$ cat config.mk
export PLATFORM = sky130hd
export DESIGN_NAME = csd_clock_synth
export DESIGN_NICKNAME = d
export VERILOG_FILES = /design/src/csd_pkg.sv /design/src/csd_clock_synth.sv /design/src/csd_div_unit.sv
export SDC_FILE = /design/constraint.sdc
export NUM_CORES = 1
export LEC_CHECK = 0
export ABC_AREA = 0
export BUFFER_PORTS_ARGS = -buffer_cell sky130_fd_sc_hd__buf_2
export CAP_MARGIN = 20
export CORE_MARGIN = 3
export CORE_UTILIZATION = 30
export DETAILED_ROUTE_END_ITERATION = 8
export SKIP_CTS_REPAIR_TIMING = 1
export SYNTH_ARGS = -nofsm -noshare
export SYNTH_HDL_FRONTEND = slang
export SYNTH_SLANG_ARGS = --single-unit
$ cat constraint.sdc
create_clock -name clock -period 11.3 [get_ports clock]
set_input_delay 2.825 -clock clock [delete_from_list [all_inputs] [get_ports clock]]
set_output_delay 2.825 -clock clock [all_outputs]
set_load 0.05 [all_outputs]
$ cat src/csd_pkg.sv
/*
 * Shared constants and types of the clock synthesizer and edge divider model:
 * register offsets, field layouts, reset values and the bus carriers.
 * Assumes a single 25 MHz system clock that samples every clock-like input.
 */
`default_nettype none

package csd_pkg;

    ////////////////////////////////////////////////////////////////////////////
    // Register map (byte addresses on the APB)
    localparam logic [11:0] CSD_OFF_DIV = 12'h000;
    localparam logic [11:0] CSD_OFF_PHASE = 12'h004;
    localparam logic [11:0] CSD_OFF_STATUS = 12'h008;

    // Divider ratio register: secondary, post-scaler, feedback, input
    typedef struct packed {
        logic [7:0] sec_div;
        logic [7:0] post_div;
        logic [7:0] fb_div;
        logic [7:0] in_div;
    } csd_div_cfg_t;

    localparam csd_div_cfg_t CSD_DIV_RST = 32'h0202_0101;

    // Phase, duty and routing register
    typedef struct packed {
        logic [7:0] rsv1;
        logic [7:0] lock_len;
        logic [1:0] rsv0;
        logic edge_src_pri;
        logic duty_trim;
        logic fb_external;
        logic [1:0] edge_mode;
        logic dyn_en;
        logic [3:0] duty;
        logic [3:0] phase;
    } csd_phase_cfg_t;

    localparam csd_phase_cfg_t CSD_PHASE_RST = 32'h0010_0000;
    localparam logic [31:0] CSD_PHASE_WMASK = 32'h00FF_3FFF;

    // Status word field positions
    localparam int CSD_ST_LOCKED = 0;
    localparam int CSD_ST_RELEASED = 1;
    localparam int CSD_ST_PHASE_LSB = 4;
    localparam int CSD_ST_DUTY_LSB = 8;

    // Divider counter value that makes the next counted edge the first high one
    localparam logic [7:0] CSD_DIV_IDLE = 8'hFF;
    // Lowest edge-divider ratio; mode n selects this shifted left by n, at most by 2
    localparam logic [7:0] CSD_EDGE_BASE = 8'h02;
    localparam logic [1:0] CSD_EDGE_MODE_MAX = 2'h2;

    ////////////////////////////////////////////////////////////////////////////
    // Bus and adjust carriers
    typedef struct packed {
        logic psel;
        logic penable;
        logic pwrite;
        logic [11:0] paddr;
        logic [31:0] pwdata;
    } csd_apb_req_t;

    typedef struct packed {
        logic [31:0] prdata;
        logic pready;
        logic pslverr;
    } csd_apb_rsp_t;

    typedef struct packed {
        logic [3:0] phase;
        logic [3:0] duty;
        logic load;
    } csd_dyn_t;

    // Ratio of the edge divider for a mode code; code 3 behaves as divide by 8
    function automatic logic [7:0] csd_edge_ratio(input logic [1:0] mode);
        logic [1:0] m;
        m = (mode > CSD_EDGE_MODE_MAX) ? CSD_EDGE_MODE_MAX : mode;
        return CSD_EDGE_BASE << m;
    endfunction

endpackage

`default_nettype wire

$ cat src/csd_clock_synth.sv
/*
 * Digital model of a frequency synthesizer with post, secondary, divide-by-3
 * and phase/duty shifted outputs, a lock flag, and an edge clock divider.
 * All clock-like inputs are synchronous to clock and sampled for rising edges;
 * the system clock itself stands in for the oscillator. Registers sit on APB.
 */
// Local design decisions: the APB register port and the register addresses.
`default_nettype none

module csd_clock_synth (
    // System clock, reset and enable
    input wire logic clock,
    input wire logic srst,
    input wire logic ce,
    // Register bus
    input wire csd_pkg::csd_apb_req_t apb_req,
    output csd_pkg::csd_apb_rsp_t apb_rsp,
    // Synthesizer inputs
    input wire logic reference_clock_in,
    input wire logic feedback_clock_in,
    input wire logic synth_reset,
    input wire logic secondary_divider_reset,
    input wire csd_pkg::csd_dyn_t dyn_adjust,
    // Synthesizer outputs
    output logic primary_clock_out,
    output logic secondary_divided_clock_out,
    output logic third_divided_clock_out,
    output logic shifted_clock_out,
    output logic locked,
    // Edge divider
    input wire logic edge_clock,
    input wire logic divider_reset,
    input wire logic divider_release,
    output logic edge_divided_clock_out
);
    import csd_pkg::*;

    ////////////////////////////////////////////////////////////////////////////
    // Declarations
    csd_div_cfg_t div_cfg_reg;
    csd_phase_cfg_t phase_cfg_reg;
    logic [3:0] dyn_phase_reg;
    logic [3:0] dyn_duty_reg;
    logic ref_prev_reg;
    logic fb_prev_reg;
    logic edge_prev_reg;
    logic prim_prev_reg;
    logic ps_prev_reg;
    logic fb_seen_reg;
    logic [7:0] lock_cnt_reg;
    logic released_reg;
    logic [15:0] ps_hist_reg;
    logic dly_prev_reg;
    logic [3:0] duty_cnt_reg;
    logic ref_rise, fb_ext_rise, edge_rise, prim_rise, fb_evt, edge_tick;
    logic ref_div_out, ref_div_rise, fb_div_out, fb_div_rise;
    logic ps_out, ps_rise;
    logic [3:0] act_phase, act_duty;
    logic dly;
    logic access, setup, mapped;
    logic [31:0] rd_word;

    ////////////////////////////////////////////////////////////////////////////
    // Edge detection of the sampled clock inputs and of the primary output
    assign ref_rise = reference_clock_in & ~ref_prev_reg;
    assign fb_ext_rise = feedback_clock_in & ~fb_prev_reg;
    assign edge_rise = edge_clock & ~edge_prev_reg;
    assign prim_rise = primary_clock_out & ~prim_prev_reg;

    always_ff @(posedge clock) begin
        if (srst) begin
            ref_prev_reg <= 1'b0;
            fb_prev_reg <= 1'b0;
            edge_prev_reg <= 1'b0;
            prim_prev_reg <= 1'b0;
        end else if (ce) begin
            ref_prev_reg <= reference_clock_in;
            fb_prev_reg <= feedback_clock_in;
            edge_prev_reg <= edge_clock;
            prim_prev_reg <= primary_clock_out;
        end
    end

    ////////////////////////////////////////////////////////////////////////////
    // Input and feedback dividers
    // feedback source select
    assign fb_evt = phase_cfg_reg.fb_external ? fb_ext_rise : prim_rise;

    csd_div_unit u_in_div (
        .clock(clock), .srst(srst), .ce(ce), .hold(synth_reset),
        .tick(ref_rise), .ratio(div_cfg_reg.in_div),
        .div_out(ref_div_out), .rise(ref_div_rise)
    );

    csd_div_unit u_fb_div (
        .clock(clock), .srst(srst), .ce(ce), .hold(synth_reset),
        .tick(fb_evt), .ratio(div_cfg_reg.fb_div),
        .div_out(fb_div_out), .rise(fb_div_rise)
    );

    ////////////////////////////////////////////////////////////////////////////
    // Lock detection: every divided reference period must see a feedback edge.
    // Set of the seen flag wins over its clear so a coincident edge is kept.
    always_ff @(posedge clock) begin
        if (srst) begin
            fb_seen_reg <= 1'b0;
            lock_cnt_reg <= 8'h00;
            locked <= 1'b0;
        end else if (ce && synth_reset) begin
            fb_seen_reg <= 1'b0;
            lock_cnt_reg <= 8'h00;
            locked <= 1'b0;
        end else if (ce) begin
            fb_seen_reg <= fb_div_rise | (fb_seen_reg & ~ref_div_rise);
            if (ref_div_rise) begin
                if (!(fb_seen_reg | fb_div_rise)) begin
                    lock_cnt_reg <= 8'h00;
                    locked <= 1'b0;
                end else if (lock_cnt_reg < phase_cfg_reg.lock_len) begin
                    lock_cnt_reg <= lock_cnt_reg + 8'h01;
                end else begin
                    locked <= 1'b1;
                end
            end
        end
    end

    ////////////////////////////////////////////////////////////////////////////
    // Post-scaler and outputs derived from it
    // post-scaler on every oscillator cycle
    csd_div_unit u_post_div (
        .clock(clock), .srst(srst), .ce(ce), .hold(synth_reset),
        .tick(1'b1), .ratio(div_cfg_reg.post_div),
        .div_out(ps_out), .rise(ps_rise)
    );

    csd_div_unit u_sec_div (
        .clock(clock), .srst(srst), .ce(ce),
        .hold(synth_reset | secondary_divider_reset),
        .tick(ps_rise), .ratio(div_cfg_reg.sec_div),
        .div_out(secondary_divided_clock_out), .rise()
    );

    csd_div_unit u_third_div (
        .clock(clock), .srst(srst), .ce(ce), .hold(synth_reset),
        .tick(prim_rise), .ratio(8'h03),
        .div_out(third_divided_clock_out), .rise()
    );

    // duty trim stretches high time by one cycle
    always_ff @(posedge clock) begin
        if (srst) begin
            ps_prev_reg <= 1'b0;
            primary_clock_out <= 1'b0;
        end else if (ce) begin
            ps_prev_reg <= ps_out;
            primary_clock_out <= ps_out | (phase_cfg_reg.duty_trim & ps_prev_reg & ~synth_reset);
        end
    end

    ////////////////////////////////////////////////////////////////////////////
    // Phase and duty shifted output
    // dynamic values replace fixed ones when enabled
    assign act_phase = phase_cfg_reg.dyn_en ? dyn_phase_reg : phase_cfg_reg.phase;
    assign act_duty = phase_cfg_reg.dyn_en ? dyn_duty_reg : phase_cfg_reg.duty;
    assign dly = ps_hist_reg[act_phase];

    // fine delay strobe loads the user settings
    always_ff @(posedge clock) begin
        if (srst) begin
            dyn_phase_reg <= 4'h0;
            dyn_duty_reg <= 4'h0;
        end else if (ce && dyn_adjust.load) begin
            dyn_phase_reg <= dyn_adjust.phase;
            dyn_duty_reg <= dyn_adjust.duty;
        end
    end

    // delay line and duty stretch; duty 0 follows the delayed waveform
    always_ff @(posedge clock) begin
        if (srst) begin
            ps_hist_reg <= 16'h0000;
            dly_prev_reg <= 1'b0;
            duty_cnt_reg <= 4'h0;
            shifted_clock_out <= 1'b0;
        end else if (ce && synth_reset) begin
            ps_hist_reg <= 16'h0000;
            dly_prev_reg <= 1'b0;
            duty_cnt_reg <= 4'h0;
            shifted_clock_out <= 1'b0;
        end else if (ce) begin
            ps_hist_reg <= {ps_hist_reg[14:0], ps_out};
            dly_prev_reg <= dly;
            if (dly & ~dly_prev_reg) begin
                shifted_clock_out <= 1'b1;
                duty_cnt_reg <= act_duty;
            end else if (act_duty == 4'h0) begin
                shifted_clock_out <= dly;
            end else if (duty_cnt_reg != 4'h0) begin
                duty_cnt_reg <= duty_cnt_reg - 4'h1;
            end else begin
                shifted_clock_out <= 1'b0;
            end
        end
    end

    ////////////////////////////////////////////////////////////////////////////
    // Edge divider
    // input source select
    assign edge_tick = phase_cfg_reg.edge_src_pri ? prim_rise : edge_rise;

    // reset drops release, release restarts outputs
    always_ff @(posedge clock) begin
        if (srst) begin
            released_reg <= 1'b0;
        end else if (ce) begin
            if (divider_reset) begin
                released_reg <= 1'b0;
            end else if (divider_release) begin
                released_reg <= 1'b1;
            end
        end
    end

    // counter restarts on release so phase is repeatable
    csd_div_unit u_edge_div (
        .clock(clock), .srst(srst), .ce(ce),
        .hold(divider_reset | ~released_reg),
        .tick(edge_tick), .ratio(csd_edge_ratio(phase_cfg_reg.edge_mode)),
        .div_out(edge_divided_clock_out), .rise()
    );

    ////////////////////////////////////////////////////////////////////////////
    // APB slave: no wait states, pready raised in the first access cycle
    assign setup = apb_req.psel & ~apb_req.penable;
    assign access = apb_req.psel & apb_req.penable;

    always_comb begin
        mapped = 1'b1;
        rd_word = 32'h0000_0000;
        if (apb_req.paddr == CSD_OFF_DIV) begin
            rd_word = div_cfg_reg;
        end else if (apb_req.paddr == CSD_OFF_PHASE) begin
            rd_word = phase_cfg_reg;
        end else if (apb_req.paddr == CSD_OFF_STATUS) begin
            rd_word[CSD_ST_LOCKED] = locked;
            rd_word[CSD_ST_RELEASED] = released_reg;
            rd_word[CSD_ST_PHASE_LSB +: 4] = act_phase;
            rd_word[CSD_ST_DUTY_LSB +: 4] = act_duty;
        end else begin
            mapped = 1'b0;
        end
    end

    // Response registers; read data is captured in the setup cycle
    always_ff @(posedge clock) begin
        if (srst) begin
            apb_rsp <= '0;
        end else if (ce) begin
            apb_rsp.pready <= setup;
            apb_rsp.pslverr <= setup & ~mapped;
            apb_rsp.prdata <= (setup && !apb_req.pwrite) ? rd_word : 32'h0000_0000;
        end
    end

    // Writes land at the completing edge; status is read only
    always_ff @(posedge clock) begin
        if (srst) begin
            div_cfg_reg <= CSD_DIV_RST;
            phase_cfg_reg <= CSD_PHASE_RST;
        end else if (ce && access && apb_rsp.pready && apb_req.pwrite) begin
            if (apb_req.paddr == CSD_OFF_DIV) begin
                div_cfg_reg <= apb_req.pwdata;
            end else if (apb_req.paddr == CSD_OFF_PHASE) begin
                phase_cfg_reg <= apb_req.pwdata & CSD_PHASE_WMASK;
            end
        end
    end
endmodule

`default_nettype wire

$ cat src/csd_div_unit.sv
/*
 * Programmable event divider: counts tick pulses and makes a waveform that is
 * high for the first half of each period, plus a one-cycle rising pulse.
 * Assumes tick is a one-cycle pulse in the clock domain; ratio 0 acts as 1.
 */
`default_nettype none

module csd_div_unit (
    // Clock, reset and enable
    input wire logic clock,
    input wire logic srst,
    input wire logic ce,
    // Control
    input wire logic hold,
    input wire logic tick,
    input wire logic [7:0] ratio,
    // Divided result
    output logic div_out,
    output logic rise
);
    import csd_pkg::*;

    logic [7:0] cnt_reg;
    logic [7:0] cnt_next;
    logic [7:0] lim;
    logic [7:0] half;

    // Terminal count and the width of the high part, odd ratios round high up
    assign lim = (ratio == 8'h00) ? 8'h00 : ratio - 8'h01;
    assign half = (ratio == 8'h00) ? 8'h01 : 8'((({1'b0, ratio}) + 9'h001) >> 1);
    assign cnt_next = (cnt_reg >= lim) ? 8'h00 : cnt_reg + 8'h01;

    // Counter; a held unit restarts so that its first counted tick rises
    always_ff @(posedge clock) begin
        if (srst) begin
            cnt_reg <= CSD_DIV_IDLE;
            div_out <= 1'b0;
            rise <= 1'b0;
        end else if (ce) begin
            rise <= 1'b0;
            if (hold) begin
                cnt_reg <= CSD_DIV_IDLE;
                div_out <= 1'b0;
            end else if (tick) begin
                cnt_reg <= cnt_next;
                div_out <= (cnt_next < half);
                rise <= (cnt_next == 8'h00);
            end
        end
    end

endmodule

`default_nettype wire

**Word level (Yosys, flattened, before mapping)**

Index checks and enable logic that the tools add are counted.

- Register bits after elaboration: 190
- Output and inout port bits: 40

- Add/subtract/negate cells: 16
- Order comparisons: 13
- Equal/unequal tests: 6
- Shift operators: 1
- Muxes and demuxes: 67
- Bitwise gates (word level): 27
- Reduce and logical (&&, ||, !) cells: 38

Operators by type and width:

| cell | number |
|---|---|
| $mux 8 | 29 |
| $logic_not 8->1 | 8 |
| $mux 32 | 2 |
| $add 8x1->8 const B | 7 |
| $ge 8x8->1 | 5 |
| $sub 8x1->8 const B | 5 |
| $lt 8x8->1 | 4 |
| $add 8x1->9 const B | 3 |
| $mux 1 | 25 |
| $mux 4 | 5 |
| $reduce_and 2->1 | 8 |
| $reduce_bool 2->1 | 7 |
| $eq 12x3->1 const B | 1 |
| $eq 12x4->1 const B | 1 |
| $logic_not 12->1 | 1 |
| $mux 12 | 1 |
| $reduce_and 3->1 | 4 |
| $and 1x1->1 | 11 |
| $not 1->1 | 11 |
| $ge 8x2->1 const B | 1 |
| $lt 8x2->1 const B | 1 |
| $mux 2 | 4 |
| $shl 2x2->8 const A | 1 |
| $logic_and 1x1->1 | 6 |
| 12 further kinds | 17 |

**Depth between registers and ports, before layout**

Gate-level depths: netlist (run 1).

- Depth in word-level cells: 10
- Depth in mapped cells: 21
- Mapped depth without buffers: 19

**By module**

Synthesis (run 1) repeated with hierarchy kept, for this count alone.

- Cell total of the unflattened synthesis: 1707
- Area, all modules: 13943.4 um^2

Modules (own cells, without submodules):

| module | instances | cells an instance | area each (um^2) | seq. area each (um^2) |
|---|---|---|---|---|
| csd_clock_synth | 1 | 653 | 5850.6 | 2702.6 |
| csd_div_unit (u_edge_div ...) | 4 | 175 | 1360.1 | 200.2 |
| csd_div_unit (u_fb_div) | 1 | 182 | 1355.0 | 200.2 |
| csd_div_unit (u_in_div) | 1 | 172 | 1297.5 | 200.2 |

**Worst setup path after synthesis (run 1)**

No wires, ideal clock.

- Kind: input to register
- Start: input apb_req[39] (netlist name)
- End: register phase_cfg_reg[1] (netlist name)
- Setup time: 0.128 ns
- Arrival: 4.245 ns
- Path slack: 6.928 ns
- Cell stages on the path: 8
- Cells stage by stage: nor4_1 -> nand3_1 -> nor3b_1 -> buf_2 -> nand3_1 -> buf_2 -> mux2i_1 -> nor2_1

- Word-level cells in the longest chain between the ends: 3
- Elaborated cells on any way between the ends: 4
- Classes of those cells: 1 x eq/ne; 1 x bitwise; 2 x reduce/logical

RTL lines:

| element | line | text |
|---|---|---|
| from (decl) | csd_clock_synth.sv:16 | `input wire csd_pkg::csd_apb_req_t apb_req,` |
| $logic_not 12->1 | csd_clock_synth.sv:272 | `if (apb_req.paddr == CSD_OFF_DIV) begin` |
| $not 1->1 (no source line) | n/a |  |
| $reduce_and 3->1 (no source line) * | n/a |  |
| to (signal assigned) | csd_clock_synth.sv:275 | `phase_cfg_reg <= apb_req.pwdata & CSD_PHASE_WMASK;` |
| to (decl) | csd_clock_synth.sv:41 | `csd_phase_cfg_t phase_cfg_reg;` |

Mark *: on every way between the ends. The rest lies on a longest branch, timed or not.
A chain may end at the register's enable or synchronous reset.

**Worst setup path after layout (run 1)**

- Start: input apb_req[39] (netlist name)
- End: register div_cfg_reg[25] (netlist name)

- Word-level cells in the longest chain between the ends: 2

RTL lines:

| element | line | text |
|---|---|---|
| $logic_not 12->1 | csd_clock_synth.sv:272 |  |
| $reduce_and 2->1 (no source line) | n/a |  |
| to (signal assigned) | csd_clock_synth.sv:273 | `div_cfg_reg <= apb_req.pwdata;` |
| to (decl) | csd_clock_synth.sv:40 | `csd_div_cfg_t div_cfg_reg;` |

Every way passes these cells.

==> results of run 1 <==
[power groups by stage]
stage               Sequential, uW  Clock, uW  Combinational (uW)
floorplan                      709          0                88.7
global placement               712          0                 125
detailed placement             712          0                 127
CTS                            697        627                 128
global route                   699        653                 143
finish                         697        611                 128
[worst max path at each step]
stage	start	endpoint	slack [ns]	cells past startpoint
floorplan	apb_req[39]	phase_cfg_reg[1]	6.93	8
global placement	apb_req[39]	div_cfg_reg[17]	5.40	7
detailed placement	apb_req[39]	div_cfg_reg[25]	5.28	7
CTS	apb_req[39]	div_cfg_reg[25]	5.75	7
global route	ce	u_in_div.rise	6.22	7
finish	apb_req[39]	div_cfg_reg[25]	6.42	9
[logic make-up after synthesis]
kind of cell    synth area share, %
simple gates                   20.2
compound gates                 17.0
flops                          36.2
buf+inv                        4.27
mux                            9.35
fa+ha+maj                      8.92
xor+xnor                       4.00
other cells                  0.0357
[cells in the mapped netlist (all sizes together), types with 15 or more instances]
master | number | area [um2]
o21ai | 39 | 195
mux2i | 91 | 923
ha | 75 | 938
nor2 | 162 | 608
nand3 | 45 | 225
dfxtp | 190 | 3800
inv | 37 | 139
a222oi | 15 | 150
nand2b | 20 | 125
a21o | 28 | 211
and3 | 18 | 113
xnor2 | 17 | 149
xor2 | 31 | 272
nor2b | 24 | 150
nand2 | 81 | 304
nor3 | 22 | 110
a21oi | 58 | 302
clkbuf | 49 | 224
a22oi | 28 | 220
[metal layers]
layer	up-vias	wire length (um)	share of wire (%)
met1	4242	13600	48
met2	220	12800	45
met5	-	0	0
li1	4511	-	-
met3	29	1420	5.0
met4	0	580	2.0
[layout make-up]
type                    instances  area [um2]  share of cell area, %
flip-flops and latches        190        3800                   31.7
clock inverters                14         145                   1.21
diodes                          1        2.50                 0.0209
inverters                      38         143                   1.19
repair buffers                114         616                   5.13
clock buffers                  18         439                   3.66
multi-input cells             919        6280                   52.4
well taps                     448         561                   4.67
[stage by stage]
step           cell area (um2)  hold slack [ns]  utilization [%]  power [uW]  instances
2_1_floorplan            10500            0.422                -         798       1210
3_3_place_gp             11400            0.431             33.4         837       1707
3_5_place_dp             11400            0.437             33.4         840       1707
4_1_cts                  12000            0.449             35.1        1450       1739
5_1_grt                  12000            0.480             35.2        1490       1741
6_report                 12000            0.447             35.2        1440       1742
[critical path: stages]
cell	delay [ns]
buf_2	0.10
nor4_1	0.27
nand3_1	0.28
nor3_1	0.27
clkbuf_4	0.26
and3_2	0.62
buf_16	0.25
nor2_1	0.06
a211o_1	0.25
==> metrics.yaml, run 1 <==
drt.antenna.violating_nets: 0
tightest_slew_ns: 0.917
layout_common_cells: "dfxtp_1 (190), nor2_1 (162), buf_2 (104)"
hold_class: "register to register"
async_reset_ff_share_pct: 0
r2r_slack_ns: 7.09
setup_viol_count_final: 0
syn2layout_area_growth_pct: 14.0
fin_skew_ns: 0.0117
max_cap_viol_count: 0
wl_um: 28400
grt_max_degree: 79
start_util_pct: 30.9
final_nets: 1421
grt_pass1_wl_um: 45600
switching_share_pct: 26.9
h-tree-depth: 4
reg2regPathDepth: 18
routabilityCongestion: 0.830
track_usage_pct: 14.8
hpwl_um: 20600
seq_power_share_pct: 48.5
fill_cells: 3564
dpl_worst_slack_ns: 5.28
p_per_area_mw_per_mm2: 120
use_met3_pct: 3.15
cts_tree: "built"
drtIter0Drc: 739
rows: 67
criticalPathCategory: "primary input to register"
antenna_found_initial: 0
slew_headroom_pct: 38.8
avgSynthCellArea_um2: 8.71
largest_reg_flops: 34
whs_endpoint: "u_third_div.cnt_reg[6]"
first_global_vias: 8505
cp.arrival_ns: 5.21
maxSlewViolCount: 0
grt.overflow.total: 0
p_int_uw: 1050
ys_types: 68
hold_start: "u_third_div.cnt_reg[6]"
die_w_um: 193
dieHeight_um: 193
clock-sinks: 190
leakagePower_uw: 0.00494
cts.reportedPaths.clkPinSlew_ns: 0.08
viasPerCell: 5.17
yosysSeqAreaShare_pct: 36.2
setup_ws_ns: 6.42
cts_max_path_buffers: 2
startpoint_type: "primary input"
cts_root_buf: "clkbuf_16"
first_pass_iters: 8
dr_total_vias: 9002
coreArea_mm2: 0.0340
p_clk_share_pct: 42.6
finalCriticalPeriod_ns: 4.88
insertion_delay_ns: 0.44
layout-drive-gt1-share_pct: 13.1
syn_area_mm2: 0.0105
vdd.ir_drop.worst_mv: 0.107
rsz0062_at_grt: "false"
grt_util_met1_pct: 20.1
fmax_mhz: 205
grt_busiest_layer: "met2"
synth_cells: 1208
worst-path-max-fanout: 19
synth_seq_cells: 190
required_ns: 11.63
dominantRegCellSynth: "dfxtp_1"
layout_commonest_cell: "dfxtp_1"
r2r_end: "u_post_div.div_out"
finalHoldViolations: 0
power_frac_comb_pct: 8.9
die_area_mm2: 0.0373
p_sw_uw: 386
r2r_start: "div_cfg_reg[18]"
gr-usage-met2_pct: 23.9
drt-wirelength-per-cell_um: 16.3
finalSetupTns_ns: 0
numCtsBuffers: 17
io_pins: 106
end_kind: "register"
ys_warn_count: 0
portBuffers: 105
drc_errors: 0
period_share_pct: 43.2
synth_edf_count: 0
status: "completed"
whs_path_depth: 2
No activity file was read; power rests on OpenSTA's default activity.
==> inputs of run 2 (changes only) <==
==> constraint.sdc (replaced) <==
create_clock -name clock -period 5.1 [get_ports clock]
set_input_delay 1.275 -clock clock [delete_from_list [all_inputs] [get_ports clock]]
set_output_delay 1.275 -clock clock [all_outputs]
set_load 0.05 [all_outputs]
==> metrics.yaml, run 2 (synthesis results as in run 1) <==
instances_no_fill: 1745
r2r_slack_ns: 1.02
crit_path_frequent_cell: "ha_1"
rsz0062_at_grt: "false"
p_per_area_mw_per_mm2: 274
viasPerCell: 5.16
whs_path_depth: 2
cts.reportedPaths.clkPinSlew_ns: 0.07
rows: 67
dr_total_vias: 8999
antenna_found_initial: 1
leakagePower_uw: 0.00498
tightest_slew_ns: 0.948
drt-wirelength-per-cell_um: 16.4
io_pins: 106
finalCriticalPeriod_ns: 4.08
dieHeight_um: 193
h-tree-depth: 4
post_dp_cell_area_mm2: 0.0114
seq_power_share_pct: 46.7
die_area_mm2: 0.0373
worst-path-max-fanout: 7
critical-path-slowest-cell: "or3_1"
criticalPathCategory: "register to register"
hpwl_um: 21100
max_cap_viol_count: 0
grt_max_degree: 63
routabilityCongestion: 0.847
hold_start: "u_third_div.cnt_reg[3]"
final_nets: 1424
setup_viol_count_final: 0
finalSetupTns_ns: 0
grt.overflow.total: 0
vdd.ir_drop.worst_mv: 0.209
clock-sinks: 190
hold_class: "register to register"
switching_share_pct: 25.1
layout-drive-gt1-share_pct: 13.2
portBuffers: 105
p_int_uw: 2470
whs_endpoint: "u_third_div.cnt_reg[3]"
p_clk_share_pct: 44.7
path_cells: "inv_1, ha_1, nand3b_1, or3_1, and2_1, ha_1, nand2b_1, a21o_1, a21o_1, a21oi_1, o21ai_1, nor2_1, ha_1, and3_1, a2111o_1, a21oi_1, o2111ai_1, nand2_1"
end_kind: "register"
r2r_start: "div_cfg_reg[17]"
period_share_pct: 80.0
reg2regPathDepth: 18
drc_errors: 0
fmax_mhz: 245
cts_max_path_buffers: 2
fin_skew_ns: 0.0149
required_ns: 5.49
coreArea_mm2: 0.0340
cts_root_buf: "clkbuf_16"
slew_headroom_pct: 36.8
crit_buf_inv: 1
first_global_vias: 8503
fill_cells: 3545
startpoint_type: "register"
r2r_end: "u_post_div.div_out"
crit_family: "simple AND/OR/NAND/NOR gates"
largest_reg_flops: 34
layout_common_cells: "dfxtp_1 (190), nor2_1 (162), buf_2 (104)"
layout_commonest_cell: "dfxtp_1"
max_stage_delay_ns: 0.44
insertion_delay_ns: 0.44
numCtsBuffers: 17
die_w_um: 193
drt.antenna.violating_nets: 0
grt_pass1_wl_um: 46000
p_sw_uw: 831
start_util_pct: 30.9
drtIter0Drc: 696
cp.arrival_ns: 4.47
finalHoldViolations: 0
wl_um: 28700
status: "completed"
hold_ws_ns: 0.446
placedCellCount: 1712
first_pass_iters: 6
track_usage_pct: 15.0
power_frac_comb_pct: 8.5
final_cell_area_mm2: 0.0120
syn2layout_area_growth_pct: 14.6
maxSlewViolCount: 0
cts_tree: "built"
==> run 2: cell count changes in the layout (fill, tap and decap cells not counted) <==
| cell | delta |
|---|---|
| clkbuf_8 | +1 |
| buf_4 | +5 |
| bufinv_16 | +3 |
| clkinv_2 | +1 |
| clkbuf_4 | -1 |
| inv_6 | -2 |
| clkbuf_1 | +1 |
| buf_16 | -1 |
| clkinv_4 | -1 |
| inv_8 | -3 |
==> run 2: worst min-delay path, stage by stage, from the launching register on <==
cell     delay [ns]
dfxtp_1        0.31
nand2_1        0.05
nand2_1        0.04
==> run 2: power by group through the flow <==
stage / combinational (uW) / clock [uW] / sequential [uW]
CTS: 283 / 1510 / 1540
finish: 282 / 1480 / 1550
floorplan: 196 / 0 / 1570
detailed placement: 281 / 0 / 1580
global route: 317 / 1570 / 1550
global placement: 277 / 0 / 1580
==> run 2: worst max-delay path by stage <==
stage	startpoint	endpoint	slack [ns]	cells past startpoint
finish	div_cfg_reg[17]	u_post_div.div_out	1.02	18
global route	div_cfg_reg[16]	u_post_div.div_out	0.67	18
CTS	div_cfg_reg[16]	u_post_div.div_out	1.04	18
detailed placement	div_cfg_reg[18]	u_post_div.div_out	1.10	17
global placement	div_cfg_reg[18]	u_post_div.div_out	1.23	17
floorplan	div_cfg_reg[18]	u_post_div.div_out	1.06	20
==> run 2: per-layer routing <==
metal / vias to the layer above / GRT usage, % / routed length (um)
met5: - / 0 / 13
met4: 2 / 3.88 / 433
li1: 4488 / - / -
met3: 25 / 3.22 / 1620
met1: 4244 / 20.4 / 13600
met2: 240 / 24.2 / 13000
==> run 2: per-stage QoR <==
stage / setup slack, ns / total power [uW] / util (%)
detailed placement: 1.10 / 1860 / 33.5
global placement: 1.23 / 1860 / 33.5
CTS: 1.04 / 3340 / 35.4
finish: 1.02 / 3300 / 35.4
global route: 0.672 / 3440 / 35.4
floorplan: 1.06 / 1770 / -
==> run 2: final cells by class <==
class / count / area (um2) / share of cell area, %
antenna: 1 / 2.50 / 0.0208
clock buffer: 20 / 457 / 3.79
clock inverter: 12 / 180 / 1.50
inverter: 38 / 143 / 1.18
multi-input combinational: 919 / 6280 / 52.1
sequential: 190 / 3800 / 31.6
tap: 448 / 561 / 4.65
timing repair buffer: 117 / 618 / 5.13
